===== src/rtl/eeprom_host_pkg.sv =====
/*
  constants for the parallel eeprom host controller: widths, bit positions,
  timing figures and cycle counts. assumes a 100 MHz system clock.
*/
package eeprom_host_pkg;
  localparam int ADDR_W = 15;
  localparam int DATA_W = 8;
  localparam int PAGE_LOW_W = 6;         // low address bits free within a page
  localparam int PAGE_BYTES = 64;
  localparam int POLL_BIT = 7;           // complemented-data poll line
  localparam int TOGGLE_BIT = 6;         // toggling status line
  localparam int CLK_NS = 10;
  // byte load window, least-time view for the host: stay well inside it
  localparam int LOAD_WIN_NS = 100000;
  localparam int LOAD_WIN_CYC = LOAD_WIN_NS / CLK_NS;
  // phase lengths on the pins, in ns and in cycles (rounded up)
  localparam int SETUP_NS = 50;
  localparam int SETUP_CYC = (SETUP_NS + CLK_NS - 1) / CLK_NS;
  localparam int STROBE_NS = 100;
  localparam int STROBE_CYC = (STROBE_NS + CLK_NS - 1) / CLK_NS;
  localparam int ACCESS_NS = 200;
  localparam int ACCESS_CYC = (ACCESS_NS + CLK_NS - 1) / CLK_NS;
  localparam int HOLD_NS = 50;
  localparam int HOLD_CYC = (HOLD_NS + CLK_NS - 1) / CLK_NS;
  // typical self-timed programming time; the poll time-out guard is twice it
  localparam int PROG_MS = 5;
  localparam int PROG_LIMIT_NS = 2 * PROG_MS * 1000000;
  localparam int PROG_LIMIT_CYC = PROG_LIMIT_NS / CLK_NS;
  localparam int CNT_W = 24;
endpackage


===== src/rtl/eeprom_host.sv =====
/*
  host-side controller for a byte-wide parallel eeprom: drives the select,
  output gate and write strobes, the address lines and the data lines, and
  waits for write completion by polling. assumes a single 100 MHz clock and
  that data line inputs arrive from the pins asynchronously.
*/
// Contract
// - read only with select and gate low
// - write needs select, strobe low, gate high
// - up to 64 bytes per page load
// - page bytes share upper nine address bits
// - next strobe within 100 us of last
`timescale 1ns/100ps
module eeprom_host
  import eeprom_host_pkg::*;
#(
  parameter int LOAD_WIN = LOAD_WIN_CYC,
  parameter int PROG_LIMIT = PROG_LIMIT_CYC
) (
  input wire logic clk,
  input wire logic rstn,
  // user request side
  input wire logic reqValid,
  output logic reqReady,
  input wire logic reqWrite,
  input wire logic reqLast,
  input wire logic [eeprom_host_pkg::ADDR_W-1:0] reqAddr,
  input wire logic [eeprom_host_pkg::DATA_W-1:0] reqData,
  output logic rdValid,
  output logic [eeprom_host_pkg::DATA_W-1:0] rdData,
  output logic wrDone,
  output logic wrTimeout,
  output logic pageErr,
  // device pins
  output logic chipSelN,
  output logic outGateN,
  output logic writeStrobeN,
  output logic [eeprom_host_pkg::ADDR_W-1:0] address_lines,
  output logic [eeprom_host_pkg::DATA_W-1:0] data_lines_o,
  output logic data_lines_oe,
  input wire logic [eeprom_host_pkg::DATA_W-1:0] data_lines_i
);
  import eeprom_host_pkg::*;

  typedef enum logic [2:0] {
    IDLE = 3'b000, WSET = 3'b001, WSTB = 3'b010, WHOLD = 3'b011,
    WWAIT = 3'b100, RSET = 3'b101, RSTB = 3'b110, POLL = 3'b111
  } state_e;

  state_e state_r;
  logic [CNT_W-1:0] cnt_r;
  logic [CNT_W-1:0] winCnt_r;
  logic [CNT_W-1:0] progCnt_r;
  logic [DATA_W-1:0] sync1_r;
  logic [DATA_W-1:0] sync2_r;
  logic [ADDR_W-1:0] lastAddr_r;
  logic [DATA_W-1:0] lastData_r;
  logic [ADDR_W-PAGE_LOW_W-1:0] pageAddr_r;
  logic [6:0] pageCnt_r;
  logic reqLast_r;
  logic pollFinish;
  logic pollPhase_r;
  logic [DATA_W-1:0] pollPrev_r;
  logic cntDone;
  logic samePage;
  logic pageFull;

  assign cntDone = (cnt_r == '0);
  assign samePage = (reqAddr[ADDR_W-1:PAGE_LOW_W] == pageAddr_r);
  assign pageFull = (pageCnt_r == 7'(PAGE_BYTES));
  // requests only taken while idle or with a page still open for loading
  // a closed page, or a lapsed window, takes no further byte
  assign reqReady = (state_r == IDLE) ||
                    (state_r == WWAIT && reqWrite && samePage && !pageFull &&
                     !reqLast_r && winCnt_r != '0);

  // two-flop synchroniser on data line inputs
  always_ff @(posedge clk) begin
    if (!rstn) begin
      sync1_r <= '0;
      sync2_r <= '0;
    end else begin
      sync1_r <= data_lines_i;
      sync2_r <= sync1_r;
    end
  end

  // main sequencer
  always_ff @(posedge clk) begin
    if (!rstn) begin
      state_r <= IDLE;
      cnt_r <= '0;
    end else begin
      if (!cntDone) cnt_r <= cnt_r - 1'b1;
      unique case (state_r)
        IDLE: begin
          if (reqValid) begin
            state_r <= reqWrite ? WSET : RSET;
            cnt_r <= CNT_W'(SETUP_CYC);
          end
        end
        WSET: if (cntDone) begin
          state_r <= WSTB;
          cnt_r <= CNT_W'(STROBE_CYC);
        end
        WSTB: if (cntDone) begin
          state_r <= WHOLD;
          cnt_r <= CNT_W'(HOLD_CYC);
        end
        WHOLD: if (cntDone) state_r <= WWAIT;
        WWAIT: begin
          if (reqValid && reqReady) begin
            state_r <= WSET;
            cnt_r <= CNT_W'(SETUP_CYC);
          // window lapse ends load
          // a full or closed page still sits out the window: polling earlier
          // would read true data before the device has even started
          end else if (winCnt_r == '0) begin
            state_r <= RSET;
            cnt_r <= CNT_W'(SETUP_CYC);
          end
        end
        RSET: if (cntDone) begin
          state_r <= RSTB;
          cnt_r <= CNT_W'(ACCESS_CYC);
        end
        RSTB: if (cntDone) state_r <= pollPhase_r ? POLL : IDLE;
        POLL: begin
          state_r <= (pollFinish || progCnt_r == '0) ? IDLE : RSET;
          cnt_r <= CNT_W'(HOLD_CYC);
        end
        default: state_r <= IDLE;
      endcase
    end
  end

  // remembers whether the user closed the page with its last byte
  always_ff @(posedge clk) begin
    if (!rstn) reqLast_r <= 1'b0;
    else if (reqValid && reqReady && reqWrite) reqLast_r <= reqLast;
    else if (state_r == IDLE) reqLast_r <= 1'b0;
  end

  // byte load window counter restarts on each strobe fall
  always_ff @(posedge clk) begin
    if (!rstn) winCnt_r <= '0;
    else if (state_r == WSET && cntDone) winCnt_r <= CNT_W'(LOAD_WIN) - CNT_W'(STROBE_CYC + HOLD_CYC + 2 * SETUP_CYC);
    else if (winCnt_r != '0) winCnt_r <= winCnt_r - 1'b1;
  end

  // page bookkeeping and last byte written
  always_ff @(posedge clk) begin
    if (!rstn) begin
      pageAddr_r <= '0;
      pageCnt_r <= '0;
      lastAddr_r <= '0;
      lastData_r <= '0;
    end else if (reqValid && reqReady && reqWrite) begin
      pageAddr_r <= reqAddr[ADDR_W-1:PAGE_LOW_W];
      pageCnt_r <= (state_r == IDLE) ? 7'd1 : pageCnt_r + 7'd1;
      lastAddr_r <= reqAddr;
      lastData_r <= reqData;
    end
  end

  // polling: one write enters poll phase, normal reads do not
  // inverted bit seven means busy; toggling line six means busy
  assign pollFinish = (sync2_r[POLL_BIT] == lastData_r[POLL_BIT]) && pollPrev_r[TOGGLE_BIT] == sync2_r[TOGGLE_BIT];
  always_ff @(posedge clk) begin
    if (!rstn) begin
      pollPhase_r <= 1'b0;
      pollPrev_r <= '0;
      progCnt_r <= '0;
    end else begin
      // device programs alone, host only watches
      if (state_r == WWAIT && !(reqValid && reqReady) && winCnt_r == '0) begin
        pollPhase_r <= 1'b1;
        progCnt_r <= CNT_W'(PROG_LIMIT);
        pollPrev_r <= ~lastData_r;
      end else if (state_r == POLL) begin
        pollPrev_r <= sync2_r;
        // stop once toggling ceases and bit seven is true
        if (pollFinish || progCnt_r == '0) pollPhase_r <= 1'b0;
      end
      if (pollPhase_r && progCnt_r != '0) progCnt_r <= progCnt_r - 1'b1;
    end
  end

  // pins: write with gate high, read with select and gate low
  always_ff @(posedge clk) begin
    if (!rstn) begin
      chipSelN <= 1'b1;
      outGateN <= 1'b1;
      writeStrobeN <= 1'b1;
      address_lines <= '0;
      data_lines_o <= '0;
      data_lines_oe <= 1'b0;
    end else begin
      chipSelN <= !(state_r == WSTB || state_r == RSTB);
      // address stable before both fall; data held past rise
      writeStrobeN <= !(state_r == WSTB);
      outGateN <= !(state_r == RSTB);
      data_lines_oe <= (state_r == WSET || state_r == WSTB || state_r == WHOLD);
      if (reqValid && reqReady) begin
        address_lines <= reqAddr;
        data_lines_o <= reqData;
      end else if (state_r == WWAIT && winCnt_r == '0) begin
        address_lines <= lastAddr_r;
      end
    end
  end

  // answers to the user
  always_ff @(posedge clk) begin
    if (!rstn) begin
      rdValid <= 1'b0;
      rdData <= '0;
      wrDone <= 1'b0;
      wrTimeout <= 1'b0;
      pageErr <= 1'b0;
    end else begin
      rdValid <= (state_r == RSTB) && cntDone && !pollPhase_r;
      if ((state_r == RSTB) && cntDone) rdData <= sync2_r;
      wrDone <= (state_r == POLL) && pollFinish;
      // bit seven never settles when device is protected
      wrTimeout <= (state_r == POLL) && !pollFinish && progCnt_r == '0;
      pageErr <= (state_r == WWAIT) && reqValid && reqWrite && !samePage;
    end
  end
endmodule // eeprom_host


===== config.mk =====
export PLATFORM = sky130hd
export DESIGN_NAME = eeprom_host
export DESIGN_NICKNAME = d
export VERILOG_FILES = /design/src/rtl/eeprom_host_pkg.sv /design/src/rtl/eeprom_host.sv
export SDC_FILE = /design/constraint.sdc
export NUM_CORES = 1
export LEC_CHECK = 0
export BUFFER_PORTS_ARGS = -buffer_cell sky130_fd_sc_hd__buf_2
export CAP_MARGIN = 20
export CELL_PAD_IN_SITES_DETAIL_PLACEMENT = 1
export CELL_PAD_IN_SITES_GLOBAL_PLACEMENT = 1
export CORE_ASPECT_RATIO = 1.75
export CORE_UTILIZATION = 28
export CTS_BUF_LIST = sky130_fd_sc_hd__clkbuf_4 sky130_fd_sc_hd__clkbuf_8
export DETAILED_ROUTE_END_ITERATION = 8
export GPL_TIMING_DRIVEN = 0
export PLACE_DENSITY_LB_ADDON = 0.15
export REMOVE_ABC_BUFFERS = 1
export SYNTH_ARGS = -nofsm -noshare
export SYNTH_HDL_FRONTEND = slang
export SYNTH_SLANG_ARGS = --single-unit

===== constraint.sdc =====
create_clock -name clk -period 3.55 [get_ports clk]
set_clock_uncertainty 0.2 [all_clocks]
set_input_delay 0.71 -clock clk [delete_from_list [all_inputs] [get_ports clk]]
set_output_delay 0.71 -clock clk [all_outputs]
set_load 0.01 [all_outputs]

-- Yosys cells after proc, flatten, opt, wreduce, memory -nomap -nowiden
Index checks and enable logic that the tools add are counted.
- add/subtract/negate cells: 4
- equal/unequal tests: 18
- muxes and demuxes: 34
- bitwise gates (word level): 2
- reduce and logical (&&, ||, !) cells: 50
- operators with widths (operator ; number):
    $mux W24 ; 9
    $pmux W24 S6 ; 1
    $logic_not A24 Y1 ; 3
    $sub A24 B1 Y24 const B ; 3
    $reduce_bool A24 Y1 ; 2
    $mux W3 ; 11
    $mux W15 ; 2
    $mux W14 ; 2
    $pmux W3 S8 ; 1
    $logic_and A1 B1 Y1 ; 21
    $mux W7 ; 3
    $eq A3 B3 Y1 const B ; 4
    $ne A2 B2 Y1 const B ; 6
    $reduce_bool A2 Y1 ; 6
    $eq A9 B9 Y1 ; 1
    $logic_not A1 Y1 ; 9
    $add A7 B1 Y7 const B ; 1
    $eq A7 B7 Y1 const B ; 1
    $not A7 Y7 ; 1
    $reduce_and A7 Y1 ; 1
    $eq A3 B2 Y1 const B ; 2
    $logic_or A1 B1 Y1 ; 5
    $mux W1 ; 5
    $eq A3 B1 Y1 const B ; 1
    6 further kinds ; 7
- register bits after elaboration: 178
- bits of input ports: 36
- output and inout bits: 40
- logic and storage cells: 133

-- Depth between registers and ports, before layout
Gate-level depths: netlist (run 1).
- depth after elaboration: 13
- gate-level depth with buffers: 11
- mapped depth without buffers: 11

-- Least setup slack after synthesis (run 1)
Ideal clock, no wire load.
- kind: register to output
- start point: register winCnt_r[6]
- end point: output port reqReady
- arrival: 2145 ps
- required time: 2640 ps
- path slack: 495 ps
- cell stages (with the launch flop): 8
- buffers on the path: 3
- cells stage by stage: dfxtp_1 -> or4_1 -> buf_2 -> or3b_1 -> buf_2 -> nor4_4 -> o21ai_2 -> clkbuf_1
- longest elaborated chain between the ends: 3
- ends and longest elaborated chain (what ; RTL line ; RTL):
    from (decl) ; eeprom_host.sv:52 ; logic [CNT_W-1:0] winCnt_r;
    from (signal assigned) ; eeprom_host.sv:147 ; else if (state_r == WSET && cntDone) winCnt_r <= CNT_W'(LOAD_WIN) - CNT_W'(STROBE_CYC + HOLD_CYC + 2 * SETUP_C ...
    from (signal assigned) ; eeprom_host.sv:148 ; else if (winCnt_r != '0) winCnt_r <= winCnt_r - 1'b1;
    $reduce_bool A24 Y1 ; eeprom_host.sv:75 ; !reqLast_r && winCnt_r != '0);
    $logic_and A1 B1 Y1 ; eeprom_host.sv:75 ;
    $logic_or A1 B1 Y1 ; eeprom_host.sv:73 ; assign reqReady = (state_r == IDLE) ||
    to (decl) ; eeprom_host.sv:24 ; output logic reqReady,
No other way between the ends.

-- Worst setup path after layout (run 1)
Same ends and word-level chain as after synthesis.

==> flow_metrics.tcl, run 1 <==
set metrics [dict create \
    fillers 3116 \
    muxShareOfSynthArea_pct 6.758 \
    die-height_um 217.1 \
    slowest_delay_ns 0.65 \
    synth_xor_xnor_area_share_pct 6.386 \
    cp.arrival_ns 2.51 \
    ys_async_sr_fraction_pct 0 \
    grt-ovfl-total 0 \
    synth_adder_area_share_pct 1.521 \
    hpwl_mm 15.29 \
    synth_area_sq_um 7406 \
    synth_warnings 0 \
    die_w_um 124.9 \
    worst_setup_path_end_kind "output port" \
    ir_worst_vdd_mv 0.4646 \
    yosys.area_share.simple_pct 26.25 \
    p_leak_nw 3.353 \
    io_buffer_count 75 \
    synth_edf_count 0 \
    violations "DRC" \
    setup_viol 0 \
    hold_buffers 0 \
    drt_iter0_markers 182 \
    core-area_sq_um 25960 \
    grt.total_usage_pct 16.84 \
    wl_per_cell_um 17.44 \
    final.min_clock_period_ns 3.419 \
    hold_viol_final 0 \
    synth_top_family_by_area "simple AND/OR/NAND/NOR gates" \
    cp_max_fo 6 \
    cts_sinks 157 \
    dp_slack_ns -0.4952 \
    ys_types 66 \
    worstSetupStartpointType "flip-flop" \
    syn_inst 841 \
    diodes 0 \
    power.density_nw_per_um2 826.8 \
    hold_class "in2reg" \
    vias_per_cell 5.142 \
    cts_root_buf "clkbuf_8" \
    grt_start_max_net_pins 74 \
    routabilityCongestion 0.7252 \
    ys_seq_area_share_pct 42.44 \
    critPathKind "reg2out" \
    drc 2 \
    finalNonFillerCells 1234 \
    num_vias 6345 \
    synthToLayoutAreaGrowth_pct 15.29 \
    ys_ff_latch 157 \
    drive_above_1_share_pct 16.30 \
    final_antenna_net_count 0 \
    worstPathRequired_ns 2.64 \
    cap_violations 0 \
    cpMaxStageDelayCell "or4_1" \
    initial_core_util_pct 28.53 \
    grt_pass1_vias 6746 \
    clk_pin_slew_worst_paths_ns 0.09 \
    num_rows 78 \
    grt_pass1_wl_mm 35.59 \
    worst_slack_ns 0.1311 \
    first_pass_iters 6 \
    clk_latency_ns 0.50 \
    worst_pin_slew_ns 0.9820 \
    max_freq_mhz 292.5 \
    synth_ff_type "dfxtp_1" \
    fin_hold_ws_ns 0.2161 \
    period_share_pct 96.31 \
    rsz0062_at_grt "no" \
    cts_tree "yes" \
    crit_chain "or4_1, or3b_4, nor4_4, o21ai_4, buf_2" \
    drv_slew 0 \
    grt_antenna_before_repair 0 \
    synth_compound_area_share_pct 13.06 \
    io_pins 76 \
    numCtsBuffers 17 \
    nets 946 \
    routed_wl_mm 21.52 \
    status "finished, violations left" \
    avgSynthCellArea_sq_um 8.806 \
    htree_levels 4 \
    slew_headroom_pct 34.25 \
    ctsLongestPathBuffers 2 \
    dp_cells 1199 \
    dieArea_sq_um 27130 \
]
-- synth_stat cells, drive strengths merged (21+ instances only) --
library cell | number | area (sq um)
xor2 | 30 | 262.8
a21oi | 48 | 240.2
xnor2 | 24 | 210.2
and2 | 21 | 131.4
nand3 | 25 | 125.1
o31ai | 23 | 217.7
nand4 | 31 | 193.9
nand2 | 55 | 214.0
clkbuf | 32 | 120.1
nor2 | 103 | 401.6
nor4 | 25 | 186.4
dfxtp | 157 | 3143
nor3 | 39 | 211.5
mux2i | 50 | 500.5
-- path summary, 6_finish.rpt --
| check | to | from | cells after the start | slack (ns) |
|---|---|---|---|---|
| setup / recovery | reqReady | winCnt_r[6] | 5 | 0.13 |
| hold / removal | sync1_r[2] | data_lines_i[2] | 2 | 0.22 |
| setup reg to reg | rdData[1] | cnt_r[6] | 7 | 0.21 |
| hold reg to reg | sync2_r[3] | sync1_r[3] | 1 | 0.24 |
-- flip-flops by register name (all words and copies together), names as in the netlist --
register,count
address_lines,15
chipSelN,1
cnt_r,24
data_lines_o,8
data_lines_oe,1
lastAddr_r,15
lastData_r,2
outGateN,1
pageCnt_r,7
pageErr,1
pollPhase_r,1
pollPrev_r,1
progCnt_r,24
rdData,8
rdValid,1
reqLast_r,1
state_r,3
sync1_r,8
sync2_r,8
winCnt_r,24
wrDone,1
wrTimeout,1
writeStrobeN,1
-- critical path, delay by kind of cell (launching register included) --
kind	cells	cell delay [ns]
AND/OR/NAND/NOR	3	1.40
flip-flops	1	0.36
buffers and inverters	1	0.15
AO/OA/AOI/OAI	1	0.09
-- report_power, final --
group / leakage, nW / switching [mW] / total, mW / internal (mW)
combinational: 1.89 / 2.00 / 3.26 / 1.26
clock: 0.178 / 0.766 / 1.34 / 0.574
sequential: 1.28 / 0.369 / 2.46 / 2.09
-- kinds of logic after synthesis --
family	Yosys count
and+or+nand+nor	366
DFF	157
adders and majority gates	9
buffers and inverters	63
AOI/OAI and AO/OA	142
muxes	50
xor gates and xnor gates	54
-- metal layers --
| layer | track usage (%) | vias to the layer above | part of all wire [%] |
|---|---|---|---|
| met5 | 0 | - | 0 |
| met4 | 7.439 | 0 | 1.9 |
| met3 | 2.679 | 21 | 2.2 |
| met2 | 33.48 | 69 | 56 |
| met1 | 16.98 | 3105 | 40 |
| li1 | - | 3150 | - |
-- cells in the final DEF (no fill, tap or decap), drive strengths merged, types with 4 or more instances in the layout --
cell type / Yosys / final
clkinv: 2 / 4
a21oi: 48 / 48
o21a: 5 / 5
and3: 5 / 5
dfxtp: 157 / 157
buf: 12 / 85
nand2b: 6 / 6
xnor2: 24 / 24
o31ai: 23 / 23
or4: 11 / 11
nor2: 103 / 103
inv: 17 / 23
nand4: 31 / 31
clkinvlp: 0 / 5
and2: 21 / 21
xor2: 30 / 30
o211ai: 8 / 8
or3: 16 / 16
a31oi: 10 / 10
a211oi: 7 / 7
ha: 9 / 9
nand3: 25 / 25
nor4: 25 / 25
clkbuf: 32 / 18
nor3: 39 / 39
mux2i: 50 / 50
o21ai: 20 / 20
nand4b: 5 / 5
nand3b: 6 / 6
nand2: 55 / 55
-- stage by stage --
| step | area, sq um | power (mW) | util [%] | TNS [ns] |
|---|---|---|---|---|
| after detailed placement | 8113 | 5.712 | 31.25 | -9.459 |
| final | 8538 | 7.059 | 32.89 | 0 |
| after global placement | 7988 | 5.628 | 30.77 | -185.10 |
| after global routing | 8538 | 7.607 | 32.89 | 0 |
| after floorplan | 7212 | 4.734 | - | -4.501 |
| after CTS | 8528 | 7.185 | 32.85 | 0 |
-- timing repair --
| action | in CTS | in global routing |
|---|---|---|
| endpoints found under the setup margin | 42 | 19 |
| pin swaps | 2 | 1 |
| setup buffers | 3 | 0 |
| endpoints found under the hold margin | 0 | 0 |
| resized for setup | 5 | 3 |
-- cell type report --
type                       count  area [sq um]  area share [%]
clock buffer                  18         241.5           2.828
clock inverter                14         136.4           1.597
inverter                      19         72.57          0.8499
multi-input combinational    621          4030           47.20
sequential                   157          3147           36.86
tap                          320         400.4           4.689
timing repair buffer          85         510.5           5.979
Note: power is estimated with default switching activity, not from simulation.
==> inputs of run 2 (changes only) <==
- ABC_AREA: default -> 1
==> run 2 against run 1 <==
Net effect:
- the run now ends clean
- setup slack better by 0.27 ns
- flip-flop and latch count unchanged
- global-route usage up 0.52 points
- largest cell class unchanged
- largest power group unchanged
==> flow_metrics.tcl, run 2 <==
set metrics [dict create \
    ys_async_sr_fraction_pct 0 \
    ir_worst_vdd_mv 0.3627 \
    max_freq_mhz 317.4 \
    ys_types 48 \
    syn_inst 1104 \
    initial_core_util_pct 28.53 \
    clockPowerShare_pct 18.3 \
    dp_slack_ns -0.1703 \
    p_leak_nw 4.293 \
    reg_top3 "cnt_r (24), progCnt_r (24), winCnt_r (24)" \
    fin_hold_ws_ns 0.2007 \
    hold_class "in2reg" \
    synth_warnings 0 \
    ys_ff_latch 157 \
    first_pass_iters 4 \
    clk_latency_ns 0.50 \
    io_pins 76 \
    register_area_sq_um 3143 \
    worst_setup_path_end_kind "flip-flop" \
    dp_cells 1520 \
    wl_per_cell_um 15.10 \
    cp.arrival_ns 3.37 \
    grt-ovfl-total 0 \
    synthTopCellsByCount "nand2_1 (200), nor2_1 (181), dfxtp_1 (157)" \
    post_cts_buffers 0 \
    dieArea_sq_um 28540 \
    synthToLayoutAreaGrowth_pct 15.09 \
    setup_viol 0 \
    htree_levels 4 \
    p_int_mw 4.328 \
    critPathKind "reg2reg" \
    final_common_cell "nand2_1" \
    status "finished, final reports clean" \
    ctsLongestPathBuffers 2 \
    die-height_um 222.7 \
    setup-tns-final_ns 0 \
    vias_per_cell 4.657 \
    path_delay_family "simple AND/OR/NAND/NOR gates" \
    nets 1215 \
    diodes 0 \
    fillers 3423 \
    power.total_mw 8.190 \
    numCtsBuffers 17 \
    routabilityCongestion 0.8059 \
    avgSynthCellArea_sq_um 7.062 \
    slew_headroom_pct 46.77 \
    power.density_nw_per_um2 912.8 \
    multi_input_area_sq_um 3900 \
    hold_viol_final 0 \
    worstSetupStartpointType "flip-flop" \
    period_share_pct 88.74 \
    grt_antenna_before_repair 0 \
    worst_slack_ns 0.3998 \
    drt_iter0_markers 178 \
    switching_share_pct 47.16 \
    grt_pass1_wl_mm 38.15 \
    worst_pin_slew_ns 0.7967 \
    grt_pass1_vias 7597 \
    num_vias 7219 \
    cts_sinks 157 \
    crit_chain "inv_1, ha_1, inv_1, nor2_1, nand2_1, nor2_2, nand3_4, nand2_1, inv_2, nand2_4, a21oi_4, nand2_4, nor2_1, o21ai_0, a21oi_1" \
    final_cell_mix "nand2_1 (200), nor2_1 (181), dfxtp_1 (157)" \
    synth_area_sq_um 7796 \
    cpMaxStageDelayCell "a21oi_4" \
    clk_pin_slew_worst_paths_ns 0.08 \
    finalNonFillerCells 1550 \
    final_antenna_net_count 0 \
    ys_seq_area_share_pct 40.31 \
    seqPwrFrac_pct 29.4 \
    grt_start_max_net_pins 50 \
    cts_tree "yes" \
    core-area_sq_um 27330 \
    rsz0062_at_grt "no" \
    hpwl_mm 17.66 \
    drv_slew 0 \
    synth_edf_count 0 \
    num_rows 80 \
    synth_most_common_cell "nand2_1" \
    die_w_um 128.1 \
    pwr-share-comb_pct 52.3 \
    cp_max_fo 36 \
    crit_buf_inv 3 \
    grt.total_usage_pct 17.36 \
    synth_top_area_share_pct 40.31 \
    final.min_clock_period_ns 3.150 \
    slowest_delay_ns 0.65 \
    power.net_switching_mw 3.862 \
    io_buffer_count 75 \
    routed_wl_mm 23.40 \
    drc 0 \
    cts_root_buf "clkbuf_8" \
    post-synth-top-area-cell "dfxtp_1" \
    worstPathRequired_ns 3.77 \
    cap_violations 0 \
    drive_above_1_share_pct 14.39 \
    synth_ff_type "dfxtp_1" \
    synthTopCellsByArea "dfxtp_1 (40%), nand2_1 (9.6%), nor2_1 (8.7%)" \
]
## run 2: layout make-up
cell class / instances / share of cell area [%]
clock buffers: 25 / 3.626
clock inverters: 5 / 1.171
inverters: 161 / 6.735
multi-input cells: 755 / 43.47
flip-flops and latches: 157 / 35.03
well taps: 369 / 5.146
repair buffers: 78 / 4.825
## run 2: routing by layer
layer | vias up | share of wire, % | track usage, %
li1 | 3665 | - | -
met1 | 3438 | 38 | 17.12
met2 | 86 | 57 | 34.20
met3 | 30 | 2.5 | 3.540
met4 | 0 | 2.6 | 6.983
met5 | - | 0 | 0
## run 2: stage by stage
step	cell area, sq um	util [%]
after floorplan	7642	-
after global placement	8479	31.03
after detailed placement	8537	31.24
after CTS	8967	32.82
after global routing	8972	32.83
final	8972	32.83
## run 2: path summary, 6_finish.rpt
check | startpoint | depth (start not counted) | slack, ns | endpoint
worst min-delay path | data_lines_i[2] | 3 | 0.20 | sync1_r[2]
worst min register to register | sync1_r[5] | 2 | 0.22 | sync2_r[5]
worst max-delay path | winCnt_r[0] | 15 | 0.40 | pageCnt_r[6]
worst max register to register | winCnt_r[0] | 15 | 0.40 | pageCnt_r[6]
## run 2: power by group through the flow
stage / clock, mW / sequential, mW / combinational (mW)
after floorplan: 0 / 2.40 / 3.20
final: 1.50 / 2.41 / 4.28
after CTS: 1.56 / 2.42 / 4.38
after detailed placement: 0 / 2.46 / 4.36
after global placement: 0 / 2.45 / 4.29
after global routing: 1.62 / 2.46 / 4.86
## run 2: cells by family (layout without fill, tap and decap cells)
group / count (synthesis) / after routing / synth area share [%]
buffers and inverters: 192 / 269 / 9.726
DFF: 157 / 157 / 40.31
adders and majority gates: 9 / 9 / 1.444
xor gates and xnor gates: 40 / 40 / 4.494
AOI/OAI and AO/OA: 172 / 172 / 12.41
and+or+nand+nor: 534 / 534 / 31.62
## run 2: what timing repair did
item,CTS,global route
gates resized for setup,0,1
setup endpoints to repair,0,18
hold buffers,0,0
## run 2: worst reg2reg max path, stage by stage (launching register included)
cell	delay, ns
dfxtp_1	0.39
inv_1	0.12
ha_1	0.22
inv_1	0.14
nor2_1	0.06
nand2_1	0.08
nor2_2	0.06
nand3_4	0.11
nand2_1	0.08
inv_2	0.07
nand2_4	0.06
a21oi_4	0.65
nand2_4	0.42
nor2_1	0.23
o21ai_0	0.10
a21oi_1	0.11
